## config.mk

```make
export PLATFORM = sky130hd
export DESIGN_NAME = rmpm_pin_mux
export DESIGN_NICKNAME = d
export VERILOG_FILES = /design/src/rmpm_pin_mux.v
export VERILOG_INCLUDE_DIRS = /design/src /design/src/inc
export SDC_FILE = /design/constraint.sdc
export NUM_CORES = 1
export LEC_CHECK = 0
export BUFFER_PORTS_ARGS = -buffer_cell sky130_fd_sc_hd__buf_2
export CAP_MARGIN = 20
export CORE_MARGIN = 10
export CORE_UTILIZATION = 52
export CTS_CLUSTER_DIAMETER = 100
export DETAILED_ROUTE_END_ITERATION = 10
export HOLD_SLACK_MARGIN = 0.08
export PLACE_DENSITY = 0.89
export SLEW_MARGIN = 20
export SYNTH_ARGS = -nofsm -noshare
export SYNTH_HDL_FRONTEND = slang
export SYNTH_SLANG_ARGS = --single-unit
export TNS_END_PERCENT = 1
```

## constraint.sdc

```tcl
create_clock -name pclk -period 2.42 [get_ports pclk]
set_input_delay 0.121 -clock pclk [delete_from_list [all_inputs] [get_ports pclk]]
set_output_delay 0.121 -clock pclk [all_outputs]
set_load 0.005 [all_outputs]
```

## src/inc/rmpm_defines.vh

```
`ifndef RMPM_DEFINES_VH
`define RMPM_DEFINES_VH

// register byte offsets on the apb bus
`define RMPM_OFF_CTRL 8'h00
`define RMPM_OFF_MODE 8'h04
`define RMPM_OFF_PF_DIR 8'h08
`define RMPM_OFF_PF_OUT 8'h0c
`define RMPM_OFF_PF_IN 8'h10
`define RMPM_OFF_FLAGS 8'h14
`define RMPM_OFF_INT_STAT 8'h18
`define RMPM_OFF_INT_MASK 8'h1c

// control register fields
`define RMPM_CTRL_S1_ALT 0
`define RMPM_CTRL_EXT_INT_REQ_CONFIGURABLE_EDGE 1

// mode status fields: straps in [3:0], host mode flag
`define RMPM_MODE_HOST 4
// strap positions on the flag pins
`define RMPM_STRAP_HOST 2
`define RMPM_STRAP_ACK 3

// flags register fields: fixed output flags [2:0], serial flag out
`define RMPM_FLAGS_S1FO 3

// interrupt status and mask bit positions
`define RMPM_INT_EXT_INT_REQ_CONFIGURABLE 0
`define RMPM_INT_LEVEL_INT_REQ_ONE 1
`define RMPM_INT_LEVEL_INT_REQ_ZERO 2
`define RMPM_INT_EDGE_INT_REQ 3
`define RMPM_INT_IRQ1 4
`define RMPM_INT_IRQ0 5
`define RMPM_NUM_INT 6

// reset values
`define RMPM_CTRL_RST 2'h0
`define RMPM_PF_DIR_RST 8'h00
`define RMPM_PF_OUT_RST 8'h00
`define RMPM_FLAGS_RST 4'h0
`define RMPM_INT_MASK_RST 6'h00

// interrupt pins share flag pins 7..4
`define RMPM_PF_IRQ_BASE 4

`endif

```

## src/rmpm_pin_mux.v

```verilog
`timescale 1ns/1ns
`include "rmpm_defines.vh"

module rmpm_pin_mux (
  input wire pclk,
  input wire presetn,
  input wire psel,
  input wire penable,
  input wire pwrite,
  input wire [7:0] paddr,
  input wire [31:0] pwdata,
  output reg [31:0] prdata,
  output reg pready,
  output reg pslverr,
  output reg irq,
  input wire [7:0] pf_in,
  output reg [7:0] pf_out,
  output reg [7:0] pf_oe,
  output reg [2:0] fixed_flag_out,
  input wire [13:0] core_addr,
  input wire [23:0] core_wdata,
  input wire core_data_drive,
  input wire core_byte_access,
  input wire [7:0] core_byte_addr_hi,
  input wire [4:0] core_mem_select_n,
  output reg [23:0] core_rdata,
  output reg [13:0] ext_addr_bus_out,
  output reg [13:0] ext_addr_bus_oe,
  input wire [13:0] ext_addr_bus_in,
  output reg [23:0] ext_data_bus_out,
  output reg [23:0] ext_data_bus_oe,
  input wire [23:0] ext_data_bus_in,
  output reg [4:0] mem_select_n,
  input wire [15:0] host_core_rdata,
  input wire host_core_drive,
  input wire host_core_ack,
  output reg [15:0] host_core_ad,
  output reg host_write_strobe_n,
  output reg host_read_strobe_n,
  output reg host_addr_latch,
  output reg host_port_select_n,
  output reg host_mode,
  input wire s1_rfs_in,
  input wire s1_dr_in,
  input wire s1_tfs_in,
  input wire s1_dt_core,
  output reg s1_dt_out,
  output reg s1_rfs_core,
  output reg s1_dr_core,
  output reg s1_tfs_core,
  output reg serial1_flag_in
);

  // pin synchronisers: stage one feeds stage two only
  reg [7:0] pf_s1_q;
  reg [7:0] pf_s2_q;
  reg [7:0] pf_s3_q;
  reg [13:0] adr_s1_q;
  reg [13:0] adr_s2_q;
  reg [23:0] dat_s1_q;
  reg [23:0] dat_s2_q;
  reg [2:0] s1_s1_q;
  reg [2:0] s1_s2_q;
  reg [2:0] s1_s3_q;
  reg [3:0] strap_s1_q;
  reg [3:0] strap_s2_q;
  reg [3:0] strap_q;
  reg init_done_q;
  reg [1:0] ctrl_q;
  reg [7:0] pf_dir_q;
  reg [7:0] pf_val_q;
  reg [3:0] flags_q;
  reg [5:0] int_stat_q;
  reg [5:0] int_mask_q;
  reg [5:0] int_set;
  reg [7:0] pf_level;
  reg [31:0] rdata_d;
  reg addr_ok;
  wire [15:0] host_ad_pins;
  wire host_sel;
  wire wr_en;

  // strap sampling chain has no reset so it tracks the pins while reset is held
  always @(posedge pclk)
  begin
    strap_s1_q <= pf_in[3:0];
    strap_s2_q <= strap_s1_q;
  end

  // latch straps once, on the first edge after reset release
  always @(posedge pclk or negedge presetn)
  begin
    if (!presetn)
    begin
      strap_q <= 4'h0;
      init_done_q <= 1'b0;
    end
    else if (!init_done_q)
    begin
      strap_q <= strap_s2_q;
      init_done_q <= 1'b1;
    end
  end

  // two-flop synchronisers for every pin input
  always @(posedge pclk or negedge presetn)
  begin
    if (!presetn)
    begin
      pf_s1_q <= 8'hff;
      pf_s2_q <= 8'hff;
      pf_s3_q <= 8'hff;
      adr_s1_q <= 14'h0000;
      adr_s2_q <= 14'h0000;
      dat_s1_q <= 24'h000000;
      dat_s2_q <= 24'h000000;
      s1_s1_q <= 3'h7;
      s1_s2_q <= 3'h7;
      s1_s3_q <= 3'h7;
    end
    else
    begin
      pf_s1_q <= pf_in;
      pf_s2_q <= pf_s1_q;
      pf_s3_q <= pf_level;
      adr_s1_q <= ext_addr_bus_in;
      adr_s2_q <= adr_s1_q;
      dat_s1_q <= ext_data_bus_in;
      dat_s2_q <= dat_s1_q;
      s1_s1_q <= {s1_rfs_in, s1_dr_in, s1_tfs_in};
      s1_s2_q <= s1_s1_q;
      s1_s3_q <= s1_s2_q;
    end
  end

  // a driven flag pin reads back its own value, so an own flag can raise its interrupt
  always @*
  begin
    pf_level = (pf_dir_q & pf_val_q) | (~pf_dir_q & pf_s2_q);
  end

  // host port pins share address 13:1 and data 2:0
  assign host_ad_pins = {dat_s2_q[2:0], adr_s2_q[13:1]};
  assign host_sel = ~dat_s2_q[4];

  // interrupt events, all requests active low
  always @*
  begin
    int_set = 6'h00;
    if (ctrl_q[`RMPM_CTRL_EXT_INT_REQ_CONFIGURABLE_EDGE])
      int_set[`RMPM_INT_EXT_INT_REQ_CONFIGURABLE] = pf_s3_q[7] & ~pf_level[7];
    else
      int_set[`RMPM_INT_EXT_INT_REQ_CONFIGURABLE] = ~pf_level[7];
    int_set[`RMPM_INT_LEVEL_INT_REQ_ONE] = ~pf_level[6];
    int_set[`RMPM_INT_LEVEL_INT_REQ_ZERO] = ~pf_level[5];
    int_set[`RMPM_INT_EDGE_INT_REQ] = pf_s3_q[4] & ~pf_level[4];
    // serial pins only request interrupts in their alternate role
    if (ctrl_q[`RMPM_CTRL_S1_ALT])
    begin
      int_set[`RMPM_INT_IRQ1] = s1_s3_q[0] & ~s1_s2_q[0];
      int_set[`RMPM_INT_IRQ0] = s1_s3_q[2] & ~s1_s2_q[2];
    end
  end

  assign wr_en = psel & penable & pready & pwrite;

  // apb register file; a hardware set beats a same-cycle write-one clear
  always @(posedge pclk or negedge presetn)
  begin
    if (!presetn)
    begin
      ctrl_q <= `RMPM_CTRL_RST;
      pf_dir_q <= `RMPM_PF_DIR_RST;
      pf_val_q <= `RMPM_PF_OUT_RST;
      flags_q <= `RMPM_FLAGS_RST;
      int_mask_q <= `RMPM_INT_MASK_RST;
      int_stat_q <= 6'h00;
    end
    else
    begin
      int_stat_q <= int_set | (int_stat_q &
        ~((wr_en && paddr == `RMPM_OFF_INT_STAT) ? pwdata[5:0] : 6'h00));
      if (wr_en)
      begin
        case (paddr)
          `RMPM_OFF_CTRL: ctrl_q <= pwdata[1:0];
          `RMPM_OFF_PF_DIR: pf_dir_q <= pwdata[7:0];
          `RMPM_OFF_PF_OUT: pf_val_q <= pwdata[7:0];
          `RMPM_OFF_FLAGS: flags_q <= pwdata[3:0];
          `RMPM_OFF_INT_MASK: int_mask_q <= pwdata[5:0];
          default: ;
        endcase
      end
    end
  end

  // read mux and address decode
  always @*
  begin
    rdata_d = 32'h00000000;
    addr_ok = 1'b1;
    case (paddr)
      `RMPM_OFF_CTRL: rdata_d[1:0] = ctrl_q;
      `RMPM_OFF_MODE: rdata_d[4:0] = {strap_q[`RMPM_STRAP_HOST], strap_q};
      `RMPM_OFF_PF_DIR: rdata_d[7:0] = pf_dir_q;
      `RMPM_OFF_PF_OUT: rdata_d[7:0] = pf_val_q;
      `RMPM_OFF_PF_IN: rdata_d[7:0] = pf_level;
      `RMPM_OFF_FLAGS: rdata_d[3:0] = flags_q;
      `RMPM_OFF_INT_STAT: rdata_d[5:0] = int_stat_q;
      `RMPM_OFF_INT_MASK: rdata_d[5:0] = int_mask_q;
      default: addr_ok = 1'b0;
    endcase
  end

  // one wait state: pready rises in the second access cycle
  always @(posedge pclk or negedge presetn)
  begin
    if (!presetn)
    begin
      pready <= 1'b0;
      pslverr <= 1'b0;
      prdata <= 32'h00000000;
      irq <= 1'b0;
    end
    else
    begin
      pready <= psel & penable & ~pready;
      pslverr <= psel & penable & ~pready & ~addr_ok;
      if (psel & penable & ~pready & ~pwrite)
        prdata <= rdata_d;
      // a bit being set counts now, so irq does not lag the status register by a cycle
      irq <= |(int_mask_q & (int_stat_q | int_set));
    end
  end

  // flag pins; strap pins stay inputs while reset holds the direction clear
  always @(posedge pclk or negedge presetn)
  begin
    if (!presetn)
    begin
      pf_out <= 8'h00;
      pf_oe <= 8'h00;
      fixed_flag_out <= 3'h0;
    end
    else
    begin
      pf_out <= pf_val_q;
      pf_oe <= pf_dir_q;
      fixed_flag_out <= flags_q[2:0];
    end
  end

  // second serial port: normal or alternate role, switchable at any time
  always @(posedge pclk or negedge presetn)
  begin
    if (!presetn)
    begin
      s1_dt_out <= 1'b0;
      s1_rfs_core <= 1'b1;
      s1_dr_core <= 1'b1;
      s1_tfs_core <= 1'b1;
      serial1_flag_in <= 1'b1;
    end
    else if (ctrl_q[`RMPM_CTRL_S1_ALT])
    begin
      s1_dt_out <= flags_q[`RMPM_FLAGS_S1FO];
      serial1_flag_in <= s1_s2_q[1];
      s1_rfs_core <= 1'b1;
      s1_dr_core <= 1'b1;
      s1_tfs_core <= 1'b1;
    end
    else
    begin
      s1_dt_out <= s1_dt_core;
      s1_rfs_core <= s1_s2_q[2];
      s1_dr_core <= s1_s2_q[1];
      s1_tfs_core <= s1_s2_q[0];
      serial1_flag_in <= 1'b1;
    end
  end

  // external bus and host port mux, steered only by the latched straps
  always @(posedge pclk or negedge presetn)
  begin
    if (!presetn)
    begin
      ext_addr_bus_out <= 14'h0000;
      ext_addr_bus_oe <= 14'h0000;
      ext_data_bus_out <= 24'h000000;
      ext_data_bus_oe <= 24'h000000;
      mem_select_n <= 5'h1f;
      core_rdata <= 24'h000000;
      host_core_ad <= 16'h0000;
      host_write_strobe_n <= 1'b1;
      host_read_strobe_n <= 1'b1;
      host_addr_latch <= 1'b0;
      host_port_select_n <= 1'b1;
      host_mode <= 1'b0;
    end
    else
    begin
      host_mode <= init_done_q & strap_q[`RMPM_STRAP_HOST];
      mem_select_n <= core_mem_select_n;
      if (!strap_q[`RMPM_STRAP_HOST])
      begin
        ext_addr_bus_out <= core_addr;
        ext_addr_bus_oe <= {14{init_done_q}};
        ext_data_bus_out <= core_byte_access ?
          {core_byte_addr_hi, core_wdata[15:0]} : core_wdata;
        ext_data_bus_oe <= {{8{core_data_drive | core_byte_access}},
          {16{core_data_drive}}};
        core_rdata <= dat_s2_q;
        host_core_ad <= 16'h0000;
        host_write_strobe_n <= 1'b1;
        host_read_strobe_n <= 1'b1;
        host_addr_latch <= 1'b0;
        host_port_select_n <= 1'b1;
      end
      else
      begin
        // address 0 and data 23:8 remain for external accesses
        ext_addr_bus_out <= {host_core_rdata[12:0], core_addr[0]};
        ext_addr_bus_oe <= {{13{host_core_drive & host_sel}}, 1'b1};
        ext_data_bus_out <= {core_wdata[23:8], 4'h0,
          1'b0, host_core_rdata[15:13]};
        // open-drain ack: release only while acknowledging, and with the ack strap set only while also selected
        ext_data_bus_oe <= {{16{core_data_drive}}, 4'h0,
          ~(host_core_ack & (host_sel | ~strap_q[`RMPM_STRAP_ACK])),
          {3{host_core_drive & host_sel}}};
        core_rdata <= {dat_s2_q[23:8], 8'h00};
        host_core_ad <= host_ad_pins;
        host_write_strobe_n <= dat_s2_q[7];
        host_read_strobe_n <= dat_s2_q[6];
        host_addr_latch <= dat_s2_q[5];
        host_port_select_n <= dat_s2_q[4];
      end
    end
  end

endmodule // rmpm_pin_mux

```

==> results_dict.tcl <==
set metrics [dict create \
    synth_cells 580 \
    maxCapViolCount 0 \
    coreArea_mm2 0.0174 \
    async_flop_share_pct 97.1 \
    hold_path_class "input port to flop" \
    outcome "completed" \
    fmax_mhz 439 \
    powerDensity_mw_per_mm2 789 \
    finalWorstSetupSlack_ns 0.141 \
    rsz0062_at_grt "false" \
    finalSetupTns_ns 0 \
    arrival_ns 2.68 \
    dp_worst_setup_slack_ns 0.338 \
    synth.cell_area_mm2 0.00922 \
    placed_cell_area_mm2 0.0107 \
    yosys_warnings 0 \
    vias_per_cell 5.01 \
    final-seq-area_mm2 0.00694 \
    critPathKind "flop to flop" \
    grt_usage_pct 22.4 \
    cts_buffers 27 \
    timing.critical_path.buf_inv 1 \
    die_x_um 153 \
    cts_resized 0 \
    cts_root_buf "clkbuf_16" \
    synthXorXnorAreaFrac_pct 0 \
    grt_overflow 0 \
    multiInputGateArea_mm2 0.00185 \
    final_nets 1171 \
    max_stage_delay_ns 0.60 \
    cp-end-kind "flop" \
    synth_top_area_share_pct 62.7 \
    synth_compound_area_share_pct 4.03 \
    drt_first_pass_iters 6 \
    routed_wirelength_um 27100 \
    synthAdderAreaFrac_pct 0 \
    clk_pin_slew_ns 0.06 \
    timing.final.crit_share_pct 94.2 \
    timing.critical_path.cells "nor2b_1 > mux2_2 > dlygate4sd3_1" \
    crit_fanout 16 \
    vdd_ir_drop_max_mv 0.693 \
    rows 48 \
    synth_edf_count 0 \
    crit_slowest_cell "nor2b_1" \
    routedWlPerCell_um 21.6 \
    min_period_ns 2.28 \
    synth_top_family_by_area "multiplexers" \
    ys_seq_area_share_pct 75.3 \
    pin_count 351 \
    relSlewSlack_pct 51.1 \
    hold_buffers 133 \
    drive_above_1_share_pct 45.8 \
    routabilityCongestion 0.889 \
    ant_nets 0 \
    antenna_found_initial 3 \
    leakagePower_nw 6.46 \
    crit_path_start_kind "flop" \
    drv_slew 0 \
    ys_seq_elements 277 \
    nFillCells 1038 \
    fin_area_mm2 0.0130 \
    insertion_delay_ns 0.53 \
    skew_ns 0.00770 \
    hold_viol_final 0 \
    die_h_um 153 \
    syn_area_per_cell_um2 15.9 \
    area_delta_synth_final_pct 41.3 \
    dp_hpwl_um 17100 \
    yosys.area_share.simple_pct 6.51 \
    cp.required_ns 2.83 \
    ys_types 47 \
    synth_top_cell_by_area "dfrtp_1" \
    grt_pass1_wl_um 41700 \
    die-area_mm2 0.0235 \
    synth_area_leaders "dfrtp_1 63%, dfstp_2 11%, mux2_2 7.7%" \
    drc 0 \
    io_buffer_count 301 \
    cp_top_family "simple AND/OR/NAND/NOR gates" \
    start_util_pct 53.1 \
    rrSetupSlack_ns 0.14 \
    setup_viol 0 \
    ys.flop_type "dfrtp_1" \
    muxShareOfSynthArea_pct 8.46 \
    clk_path_buf_depth 3 \
    final_common_cell "buf_2" \
    final_cell_mix "300 x buf_2, 230 x dfrtp_1, 133 x dlygate4sd3_1, 63 x mux2_2, 38 x dfstp_2" \
    htree_levels 1 \
    grt_pass1_vias 7221 \
    cts.sinks 277 \
    cts_setup_buffers 0 \
    grt_max_degree 95 \
    cts_tree "built" \
    drt_iter0_drc 332 \
    dr_total_vias 6280 \
    tightest_slew_ns 0.733 \
]
[cells by family after synthesis]
group | Yosys count
buffers and inverters | 79
DFF | 277
and+or+nand+nor | 99
AOI/OAI and AO/OA | 53
muxes | 70
other | 2
[worst min-delay path, cell delays in order]
cell and delay, ns:
buf_2 0.07, or4_4 0.14, nor2_1 0.07, nor3_1 0.18
[cell usage after synthesis (4+ instances only)]
cell type,n
o21ai_0,14
nor2b_1,18
or2_2,5
buf_4,57
nor2_1,6
a221oi_1,5
a21oi_1,6
a21o_1,9
inv_1,6
dfrtp_1,231
and2_1,20
and3_1,4
a211oi_1,4
dfstp_2,38
mux2_2,63
dfxtp_1,8
nand2b_1,5
mux2i_1,7
clkbuf_1,10
nand2_1,21
[state kept, by name, summed over array words and instances (netlist names), 8 cells and up]
name / cells
core_rdata: 24
dat_s1_q: 24
dat_s2_q: 24
ext_data_bus_out: 24
host_core_ad: 16
ext_addr_bus_out: 14
adr_s1_q: 13
adr_s2_q: 13
pf_dir_q: 8
pf_oe: 8
pf_out: 8
pf_s1_q: 8
pf_s2_q: 8
pf_val_q: 8
prdata: 8
[routing by layer]
| layer | vias to the layer above | global-route usage [%] | wire, um |
|---|---|---|---|
| met2 | 336 | 40.1 | 14400 |
| met4 | 2 | 7.63 | 799 |
| met5 | - | 0 | 9 |
| met3 | 71 | 7.88 | 2620 |
| met1 | 3150 | 23.9 | 9270 |
| li1 | 2721 | - | - |
[report_power, final]
part           internal (mW)  total (mW)  switching [mW]
logic                  0.459       0.865           0.406
clock network           2.68        4.44            1.77
registers               4.87        4.97          0.0984
total                   8.01        10.3            2.27
[path summary, 6_finish.rpt]
| check | to | start | cells after the start |
|---|---|---|---|
| setup reg to reg | ext_data_bus_out[18] | strap_q[2] | 3 |
| hold reg to reg | strap_s2_q[2] | strap_s1_q[2] | 0 |
| max in group asynchronous | pf_s2_q[6] | presetn | 3 |
| hold / removal | pslverr | paddr[6] | 4 |
| min in group asynchronous | dat_s1_q[23] | presetn | 2 |
| setup / recovery | ext_data_bus_out[18] | strap_q[2] | 3 |
[final cells by class]
| type | count | share of cell area [%] |
|---|---|---|
| Clock buffer | 37 | 5.93 |
| Multi-Input combinational cell | 247 | 14.2 |
| Tap cell | 225 | 2.16 |
| Clock inverter | 13 | 1.42 |
| Antenna cell | 2 | 0.0384 |
| Sequential cell | 277 | 53.3 |
| Timing Repair Buffer | 446 | 22.8 |
| Inverter | 6 | 0.173 |
[stage by stage]
stage / power, mW / std cells / util, % / hold slack, ns
2_1_floorplan: 5.30 / 603 / - / -0.175
3_3_place_gp: 5.66 / 1068 / 61.8 / 0.186
3_5_place_dp: 5.70 / 1068 / 61.8 / 0.196
4_1_cts: 10.3 / 1251 / 75.0 / 0.0885
5_1_grt: 10.7 / 1253 / 75.1 / 0.188
6_report: 10.3 / 1253 / 75.1 / 0.121
No activity file was read; power rests on OpenSTA's default activity.
